File: config.mk
export PLATFORM = sky130hd
export DESIGN_NAME = wwd_top
export DESIGN_NICKNAME = d
export VERILOG_FILES = /design/src/verilog/wwd_pkg.sv /design/src/verilog/wwd_axil.sv /design/src/verilog/wwd_counter.sv /design/src/verilog/wwd_top.sv
export SDC_FILE = /design/constraint.sdc
export NUM_CORES = 1
export LEC_CHECK = 0
export BUFFER_PORTS_ARGS = -buffer_cell sky130_fd_sc_hd__buf_4
export CAP_MARGIN = 10
export CORE_MARGIN = 3
export CORE_UTILIZATION = 50
export DETAILED_ROUTE_END_ITERATION = 6
export MAX_ROUTING_LAYER = met4
export PLACE_DENSITY_LB_ADDON = 0.05
export REMOVE_ABC_BUFFERS = 1
export SETUP_SLACK_MARGIN = 0.02
export SYNTH_ARGS = -nofsm -noshare
export SYNTH_HDL_FRONTEND = slang
export SYNTH_SLANG_ARGS = --single-unit
File: constraint.sdc
create_clock -name aclk -period 7.5 [get_ports aclk]
set_clock_uncertainty 0.2 [all_clocks]
set_input_delay 1.5 -clock aclk [delete_from_list [all_inputs] [get_ports aclk]]
set_output_delay 1.5 -clock aclk [all_outputs]
set_load 0.005 [all_outputs]
File: src/verilog/wwd_pkg.sv
// shared constants and types for the windowed watchdog
`default_nettype none
package wwd_pkg;
  localparam int unsigned CNT_W = 14;
  localparam int unsigned EV_W = 5;
  localparam logic [3:0] OVF_BASE_SHIFT = 4'h6;
  localparam logic [CNT_W-1:0] CNT_ONE = 14'h0001;
  localparam logic [CNT_W-1:0] CNT_RST = 14'h0000;
  localparam logic [7:0] OFS_REFRESH = 8'h00;
  localparam logic [7:0] OFS_BITOP = 8'h04;
  localparam logic [7:0] OFS_STATUS = 8'h08;
  localparam logic [7:0] OFS_MASK = 8'h0c;
  localparam logic [7:0] OFS_CONFIG = 8'h10;
  localparam logic [7:0] REFRESH_KEY = 8'hac;
  localparam int unsigned EV_INTERVAL = 0;
  localparam int unsigned EV_OVERFLOW = 1;
  localparam int unsigned EV_BAD_KEY = 2;
  localparam int unsigned EV_BIT_OP = 3;
  localparam int unsigned EV_CLOSED_WR = 4;
  localparam logic [EV_W-1:0] STATUS_RST = 5'h00;
  localparam logic [EV_W-1:0] MASK_RST = 5'h00;
  localparam logic [1:0] RESP_OKAY = 2'h0;
  localparam logic [1:0] RESP_SLVERR = 2'h2;
  localparam logic [31:0] RDATA_RST = 32'h0000_0000;
  typedef enum logic [1:0] {
    WIN_LAST_QUARTER = 2'b00,
    WIN_LAST_HALF = 2'b01,
    WIN_LAST_3QUARTER = 2'b10,
    WIN_ALWAYS = 2'b11
  } wwd_win_e;
  typedef struct packed {
    logic interval_irq_enable;
    wwd_win_e window_sel;
    logic [2:0] overflow_time_select;
    logic standby_run_option;
    logic counter_autostart_option;
  } wwd_opt_s;
  localparam wwd_opt_s OPT_RST = wwd_opt_s'(8'h00);
  typedef struct packed {
    logic [7:0] addr;
    logic [31:0] data;
    logic [3:0] strb;
  } wwd_wr_s;
endpackage
`default_nettype wire

File: src/verilog/wwd_axil.sv
// axi4-lite slave front end: write pulse out, read data in
`default_nettype none
module wwd_axil (
  input wire logic aclk,
  input wire logic aresetn,
  input wire logic [7:0] s_awaddr,
  input wire logic s_awvalid,
  output logic s_awready,
  input wire logic [31:0] s_wdata,
  input wire logic [3:0] s_wstrb,
  input wire logic s_wvalid,
  output logic s_wready,
  output logic [1:0] s_bresp,
  output logic s_bvalid,
  input wire logic s_bready,
  input wire logic [7:0] s_araddr,
  input wire logic s_arvalid,
  output logic s_arready,
  output logic [31:0] s_rdata,
  output logic [1:0] s_rresp,
  output logic s_rvalid,
  input wire logic s_rready,
  output logic wr_fire,
  output wwd_pkg::wwd_wr_s wr_req,
  input wire logic wr_err,
  output logic rd_fire,
  input wire logic [31:0] rd_data,
  input wire logic rd_err
);
  logic aw_full_reg, aw_full_next, w_full_reg, w_full_next;
  logic bvalid_reg, bvalid_next, rvalid_reg, rvalid_next;
  wwd_pkg::wwd_wr_s req_reg, req_next;
  logic [1:0] bresp_reg, bresp_next, rresp_reg, rresp_next;
  logic [31:0] rdata_reg, rdata_next;

  // address and data may arrive in either order; write fires once both held
  always_comb
  begin
    s_awready = !aw_full_reg;
    s_wready = !w_full_reg;
    s_arready = !rvalid_reg;
    wr_fire = aw_full_reg && w_full_reg && !bvalid_reg;
    rd_fire = s_arvalid && !rvalid_reg;
    aw_full_next = aw_full_reg;
    w_full_next = w_full_reg;
    req_next = req_reg;
    bvalid_next = bvalid_reg && !s_bready;
    bresp_next = bresp_reg;
    rvalid_next = rvalid_reg && !s_rready;
    rresp_next = rresp_reg;
    rdata_next = rdata_reg;
    if (s_awvalid && !aw_full_reg)
    begin
      aw_full_next = 1'b1;
      req_next.addr = s_awaddr;
    end
    if (s_wvalid && !w_full_reg)
    begin
      w_full_next = 1'b1;
      req_next.data = s_wdata;
      req_next.strb = s_wstrb;
    end
    if (wr_fire)
    begin
      aw_full_next = 1'b0;
      w_full_next = 1'b0;
      bvalid_next = 1'b1;
      bresp_next = wr_err ? wwd_pkg::RESP_SLVERR : wwd_pkg::RESP_OKAY;
    end
    if (rd_fire)
    begin
      rvalid_next = 1'b1;
      rdata_next = rd_data;
      rresp_next = rd_err ? wwd_pkg::RESP_SLVERR : wwd_pkg::RESP_OKAY;
    end
  end

  always_ff @(posedge aclk)
  begin
    if (!aresetn)
    begin
      aw_full_reg <= 1'b0;
      w_full_reg <= 1'b0;
      req_reg <= '0;
      bvalid_reg <= 1'b0;
      bresp_reg <= wwd_pkg::RESP_OKAY;
      rvalid_reg <= 1'b0;
      rresp_reg <= wwd_pkg::RESP_OKAY;
      rdata_reg <= wwd_pkg::RDATA_RST;
    end
    else
    begin
      aw_full_reg <= aw_full_next;
      w_full_reg <= w_full_next;
      req_reg <= req_next;
      bvalid_reg <= bvalid_next;
      bresp_reg <= bresp_next;
      rvalid_reg <= rvalid_next;
      rresp_reg <= rresp_next;
      rdata_reg <= rdata_next;
    end
  end

  assign wr_req = req_reg;
  assign s_bvalid = bvalid_reg;
  assign s_bresp = bresp_reg;
  assign s_rvalid = rvalid_reg;
  assign s_rresp = rresp_reg;
  assign s_rdata = rdata_reg;
endmodule
`default_nettype wire

File: src/verilog/wwd_counter.sv
// watchdog up-counter with window and interval decode
`default_nettype none
module wwd_counter (
  input wire logic aclk,
  input wire logic aresetn,
  input wire logic tick,
  input wire logic run,
  input wire logic clear,
  input wire logic [2:0] ovf_sel,
  input wire wwd_pkg::wwd_win_e win_sel,
  output logic [wwd_pkg::CNT_W-1:0] count,
  output logic win_open,
  output logic overflow,
  output logic interval
);
  logic [wwd_pkg::CNT_W-1:0] count_reg, count_next, limit, quarter, open_start;
  logic ovf_reg, ovf_next, int_reg, int_next;
  logic [3:0] shift_amt;

  always_comb
  begin
    shift_amt = {1'b0, ovf_sel} + wwd_pkg::OVF_BASE_SHIFT;
    limit = wwd_pkg::CNT_ONE << shift_amt;
    quarter = limit >> 2;
    unique case (win_sel)
      wwd_pkg::WIN_LAST_QUARTER: open_start = limit - quarter;
      wwd_pkg::WIN_LAST_HALF: open_start = limit - (quarter << 1);
      wwd_pkg::WIN_LAST_3QUARTER: open_start = quarter;
      wwd_pkg::WIN_ALWAYS: open_start = wwd_pkg::CNT_RST;
    endcase
    count_next = count_reg;
    ovf_next = 1'b0;
    int_next = 1'b0;
    if (clear)
    begin
      count_next = wwd_pkg::CNT_RST;
    end
    else if (run && tick)
    begin
      if (count_reg == limit - wwd_pkg::CNT_ONE)
      begin
        count_next = wwd_pkg::CNT_RST;
        ovf_next = 1'b1;
      end
      else
      begin
        count_next = count_reg + wwd_pkg::CNT_ONE;
        int_next = (count_next == limit - quarter);
      end
    end
  end

  always_ff @(posedge aclk)
  begin
    if (!aresetn)
    begin
      count_reg <= wwd_pkg::CNT_RST;
      ovf_reg <= 1'b0;
      int_reg <= 1'b0;
    end
    else
    begin
      count_reg <= count_next;
      ovf_reg <= ovf_next;
      int_reg <= int_next;
    end
  end

  assign count = count_reg;
  assign win_open = (count_reg >= open_start);
  assign overflow = ovf_reg;
  assign interval = int_reg;
endmodule
`default_nettype wire

File: src/verilog/wwd_top.sv
// windowed watchdog timer top: option capture, refresh checks, status and interrupt
//
// The address map and the AXI4-Lite register port were decided locally.
`default_nettype none
module wwd_top (
  input wire logic aclk,
  input wire logic aresetn,
  input wire logic lso_tick,
  input wire logic standby_mode,
  input wire wwd_pkg::wwd_opt_s option_byte,
  output logic wdt_reset_req,
  output logic irq,
  input wire logic [7:0] s_awaddr,
  input wire logic s_awvalid,
  output logic s_awready,
  input wire logic [31:0] s_wdata,
  input wire logic [3:0] s_wstrb,
  input wire logic s_wvalid,
  output logic s_wready,
  output logic [1:0] s_bresp,
  output logic s_bvalid,
  input wire logic s_bready,
  input wire logic [7:0] s_araddr,
  input wire logic s_arvalid,
  output logic s_arready,
  output logic [31:0] s_rdata,
  output logic [1:0] s_rresp,
  output logic s_rvalid,
  input wire logic s_rready
);
  logic wr_fire, wr_err, rd_fire, rd_err;
  wwd_pkg::wwd_wr_s wr_req;
  logic [31:0] rd_data;
  logic [wwd_pkg::CNT_W-1:0] count;
  logic win_open, overflow, interval;

  wwd_pkg::wwd_opt_s opt_reg, opt_next;
  logic strap_done_reg, strap_done_next;
  logic reset_req_reg, reset_req_next;
  logic [wwd_pkg::EV_W-1:0] status_reg, status_next, mask_reg, mask_next;
  logic irq_reg, irq_next;
  logic [wwd_pkg::EV_W-1:0] events, w1c;
  logic enabled, run, refresh_wr, key_ok, valid_refresh;

  wwd_axil u_axil (
    .aclk(aclk),
    .aresetn(aresetn),
    .s_awaddr(s_awaddr),
    .s_awvalid(s_awvalid),
    .s_awready(s_awready),
    .s_wdata(s_wdata),
    .s_wstrb(s_wstrb),
    .s_wvalid(s_wvalid),
    .s_wready(s_wready),
    .s_bresp(s_bresp),
    .s_bvalid(s_bvalid),
    .s_bready(s_bready),
    .s_araddr(s_araddr),
    .s_arvalid(s_arvalid),
    .s_arready(s_arready),
    .s_rdata(s_rdata),
    .s_rresp(s_rresp),
    .s_rvalid(s_rvalid),
    .s_rready(s_rready),
    .wr_fire(wr_fire),
    .wr_req(wr_req),
    .wr_err(wr_err),
    .rd_fire(rd_fire),
    .rd_data(rd_data),
    .rd_err(rd_err)
  );

  wwd_counter u_counter (
    .aclk(aclk),
    .aresetn(aresetn),
    .tick(lso_tick),
    .run(run),
    .clear(valid_refresh),
    .ovf_sel(opt_reg.overflow_time_select),
    .win_sel(opt_reg.window_sel),
    .count(count),
    .win_open(win_open),
    .overflow(overflow),
    .interval(interval)
  );

  // option byte is a strap: caught on the first edge after reset release
  always_comb
  begin
    strap_done_next = 1'b1;
    opt_next = strap_done_reg ? opt_reg : option_byte;
  end

  // counting gate; an issued reset request freezes the count until chip reset
  always_comb
  begin
    enabled = strap_done_reg && opt_reg.counter_autostart_option;
    run = enabled && !reset_req_reg
      && (!standby_mode || opt_reg.standby_run_option);
  end

  // refresh checks; refresh and bit-op writes are ignored while the watchdog is disabled
  always_comb
  begin
    refresh_wr = wr_fire && (wr_req.addr == wwd_pkg::OFS_REFRESH) && enabled;
    key_ok = (wr_req.data[7:0] == wwd_pkg::REFRESH_KEY);
    valid_refresh = refresh_wr && key_ok && win_open && !reset_req_reg;
    events = '0;
    events[wwd_pkg::EV_INTERVAL] = interval && opt_reg.interval_irq_enable;
    events[wwd_pkg::EV_OVERFLOW] = overflow;
    events[wwd_pkg::EV_BAD_KEY] = refresh_wr && !key_ok;
    events[wwd_pkg::EV_BIT_OP] = wr_fire && (wr_req.addr == wwd_pkg::OFS_BITOP) && enabled;
    events[wwd_pkg::EV_CLOSED_WR] = refresh_wr && key_ok && !win_open;
  end

  // status is sticky; a new event in the clearing cycle wins over the clear
  always_comb
  begin
    w1c = '0;
    if (wr_fire && (wr_req.addr == wwd_pkg::OFS_STATUS) && wr_req.strb[0])
    begin
      w1c = wr_req.data[wwd_pkg::EV_W-1:0];
    end
    status_next = (status_reg & ~w1c) | events;
    mask_next = mask_reg;
    if (wr_fire && (wr_req.addr == wwd_pkg::OFS_MASK) && wr_req.strb[0])
    begin
      mask_next = wr_req.data[wwd_pkg::EV_W-1:0];
    end
    irq_next = |(status_next & mask_next);
    reset_req_next = reset_req_reg || (|events[wwd_pkg::EV_CLOSED_WR:wwd_pkg::EV_OVERFLOW]);
  end

  // decode: the refresh and bit-op words read zero, the count is never mapped
  always_comb
  begin
    wr_err = !(wr_req.addr == wwd_pkg::OFS_REFRESH || wr_req.addr == wwd_pkg::OFS_BITOP
      || wr_req.addr == wwd_pkg::OFS_STATUS || wr_req.addr == wwd_pkg::OFS_MASK
      || wr_req.addr == wwd_pkg::OFS_CONFIG);
    rd_err = 1'b0;
    rd_data = '0;
    unique case (s_araddr)
      wwd_pkg::OFS_REFRESH: rd_data = '0;
      wwd_pkg::OFS_BITOP: rd_data = '0;
      wwd_pkg::OFS_STATUS: rd_data = {27'h0000000, status_reg};
      wwd_pkg::OFS_MASK: rd_data = {27'h0000000, mask_reg};
      wwd_pkg::OFS_CONFIG: rd_data = {21'h000000, win_open, reset_req_reg, run, opt_reg};
      default: rd_err = 1'b1;
    endcase
  end

  always_ff @(posedge aclk)
  begin
    if (!aresetn)
    begin
      opt_reg <= wwd_pkg::OPT_RST;
      strap_done_reg <= 1'b0;
      reset_req_reg <= 1'b0;
      status_reg <= wwd_pkg::STATUS_RST;
      mask_reg <= wwd_pkg::MASK_RST;
      irq_reg <= 1'b0;
    end
    else
    begin
      opt_reg <= opt_next;
      strap_done_reg <= strap_done_next;
      reset_req_reg <= reset_req_next;
      status_reg <= status_next;
      mask_reg <= mask_next;
      irq_reg <= irq_next;
    end
  end

  assign wdt_reset_req = reset_req_reg;
  assign irq = irq_reg;
endmodule
`default_nettype wire
==> qor.yml <==
clk_pin_slew_worst_paths_ns: 0.05
timing.final.ws_setup_ns: 1.52
max-cap-violations: 0
h-tree-depth: 3
clkSinkCount: 71
clock_path_buffers: 2
post_cts_buffers: 0
p_per_area_nw_per_um2: 169
ys_seq_elements: 71
start_kind: "flop"
num_vias: 5433
slew_violations: 0
tns_ns: 0
min_path_type: "flop to flop"
drcViolationCount: 0
io_pins: 112
swShare_pct: 31.7
synth_flop_cell: "dfxtp_1"
dp_slack_ns: 1.63
numCtsBuffers: 9
synth_enable_flop_cells: 0
cp-end-kind: "flop"
fin_crit_ns: 5.98
cts_root_buf: "clkbuf_16"
routedWlPerCell_um: 16.2
power.leakage_nw: 2.84
yosys.area.top_type: "dfxtp_1"
p_switching_w: 0.000363
power_frac_seq_pct: 35.3
drtIter0Drc: 394
die_w_um: 117
fp.dieArea_um2: 13600
hpwl_um: 12100
cts_tree: "done"
slowest_stage: "a2111oi_2"
synth_cell_types: 81
critical_path_arrival_ns: 6.04
cp_top_family: "compound AO/OA/AOI/OAI gates"
cts_resized: 0
ir_drop_mv: 0.147
rsz0062_at_grt: "false"
cp_max_fo: 16
synthTopCellsByArea: "dfxtp_1 (23%), ha_1 (11%), xnor2_1 (5.3%)"
hold_buffers: 0
num_antenna_cells: 0
drive_above_1_share_pct: 13.8
area_growth_syn_to_layout_pct: 10.9
crit_path_cell_trace: "buf_4 -> inv_1 -> ha_1 -> nand2b_2 -> nor3_4 -> inv_1 -> ha_1 -> nor4bb_1 -> o21a_1 -> o31ai_1 -> a2111oi_2 -> a21oi_1 -> nor2_1 -> a21oi_1 -> ha_1 -> a21oi_1 -> o2111ai_1 -> a31oi_1 -> buf_4 -> o31ai_2 -> nor4_1 -> o2111a_1"
criticalPathCategory: "flop to flop"
synth_top_area_share_pct: 23.2
wirelength_um: 15500
grt_max_degree: 56
syn_inst: 770
io_buffers: 61
antenna_found_initial: 0
crit_start: "opt_reg[4]$_SDFFE_PN0N_"
vias_per_cell: 5.68
required_ns: 7.56
gp_congestion: 0.937
nets: 932
setup_viol: 0
coreArea_um2: 11700
worstPathBufferInverterCount: 4
hold_violations: 0
largest_register_ffs: 17
clock_latency_ns: 0.33
grt_pass1_wl_um: 25100
r2r-start: "opt_reg[4]$_SDFFE_PN0N_"
p_clk_share_pct: 32.6
fin_crit_sh_pct: 79.8
grt_use_total_pct: 23.7
async_reset_ff_share_pct: 0
rows: 39
yosys_warnings: 0
hold_start: "u_axil.wr_req[11]$_SDFFE_PN0P_"
grt_pass1_vias: 5017
avgSynthCellArea_um2: 7.94
combPwrFrac_pct: 32.1
critPathMaxStageDelay_ns: 0.65
ant_nets: 0
start_util_pct: 52.4
dr.pass1.iters: 5
yosysSeqAreaShare_pct: 23.2
die_y_um: 117
p_int_w: 0.000781
max_freq_mhz: 167
maxSlewHeadroom_pct: 24.7
outcome: "finished, final reports clean"
grt-ovfl-total: 0
syn-cell-area_um2: 6110
worst_pin_slew_ns: 1.12
==> metal layers <==
metal | up-vias | part of all wire, % | track usage, % | routed length (um)
met2 | 168 | 44 | 35.3 | 6780
met3 | 14 | 6.1 | 4.25 | 941
met1 | 2518 | 49 | 33.8 | 7630
met5 | - | 0 | - | 0
li1 | 2733 | - | - | -
met4 | 0 | 1.0 | 4.97 | 157
==> worst paths after layout <==
kind              depth (start not counted)                              to  slack, ns
hold / removal                            2  u_axil.wr_req[11]$_SDFFE_PN0P_       0.26
setup / recovery                         22   u_counter.interval$_SDFF_PP0_       1.52
hold reg to reg                           2  u_axil.wr_req[11]$_SDFFE_PN0P_       0.26
setup reg to reg                         22   u_counter.interval$_SDFF_PP0_       1.52
==> Yosys cell counts (all sizes together) (4+ instances only) <==
master / count
nand2: 85
dfxtp: 71
a21oi: 52
ha: 52
nor2: 52
buf: 38
xnor2: 37
o21ai: 36
nor2b: 35
inv: 28
a21boi: 25
nand3: 24
clkbuf: 23
mux2i: 23
xor2: 23
nor3: 16
nand2b: 15
and3: 12
nand3b: 9
a22oi: 8
nand4: 8
o211ai: 8
or3: 8
a31oi: 7
and2: 7
o211a: 6
nor4: 5
o21a: 5
a2111oi: 4
or2: 4
==> cell usage in the layout (no fill, tap or decap), types with 21 or more instances in the layout <==
cell / netlist / layout
o21ai_0: 29 / 29
a21oi_1: 51 / 51
buf_4: 27 / 67
dfxtp_1: 71 / 71
ha_1: 52 / 52
a21boi_0: 24 / 24
nor2_1: 51 / 51
nand3_1: 21 / 21
nor2b_1: 35 / 35
xor2_1: 23 / 23
xnor2_1: 37 / 37
nand2_1: 83 / 83
conb_1: 1 / 23
inv_1: 23 / 23
mux2i_1: 23 / 23
==> worst register-to-register path, cell delays in order (launching register included) <==
cell,delay (ns)
dfxtp_1,0.30
buf_4,0.21
inv_1,0.11
ha_1,0.59
nand2b_2,0.17
nor3_4,0.29
inv_1,0.20
ha_1,0.41
nor4bb_1,0.38
o21a_1,0.20
o31ai_1,0.10
a2111oi_2,0.65
a21oi_1,0.15
nor2_1,0.11
a21oi_1,0.06
ha_1,0.22
a21oi_1,0.20
o2111ai_1,0.18
a31oi_1,0.26
buf_4,0.19
o31ai_2,0.08
nor4_1,0.40
o2111a_1,0.25
==> power groups by stage <==
stage               clock network [W]  registers, W  logic [W]
CTS                          0.000381      0.000404   0.000364
global placement                    0      0.000411   0.000356
finish                       0.000373      0.000404   0.000368
global route                 0.000401      0.000406   0.000409
floorplan                           0      0.000412   0.000256
detailed placement                  0      0.000412   0.000362
==> per-stage QoR <==
stage | cell area, um^2 | total power [W] | hold WS [ns] | cells | util (%)
detailed placement | 6520 | 0.000774 | 0.259 | 941 | 55.9
global route | 6780 | 0.00122 | 0.278 | 956 | 58.1
floorplan | 5830 | 0.000669 | 0.238 | 731 | -
global placement | 6520 | 0.000767 | 0.250 | 941 | 55.9
finish | 6780 | 0.00114 | 0.261 | 956 | 58.1
CTS | 6780 | 0.00115 | 0.266 | 956 | 58.1
==> kinds of logic (layout without fill, tap and decap cells) <==
group	count (synthesis)	in the layout	share of synthesized area (%)
xor+xnor	61	61	8.96
compound gates	176	176	18.8
flops	71	71	23.2
fa+ha+maj	54	54	11.3
other cells	1	23	0.0613
buf+inv	89	110	7.80
mux	23	23	3.77
simple gates	295	295	26.0
==> final cells by class <==
cell class / count / area, um^2
Multi-Input combinational cell: 632 / 4310
Clock buffer: 14 / 254
Tap cell: 143 / 179
Clock inverter: 1 / 5.00
Fill cell: 1074 / 4880
Inverter: 28 / 108
Sequential cell: 71 / 1420
Timing Repair Buffer: 67 / 503
No activity file was read; power rests on OpenSTA's default activity.
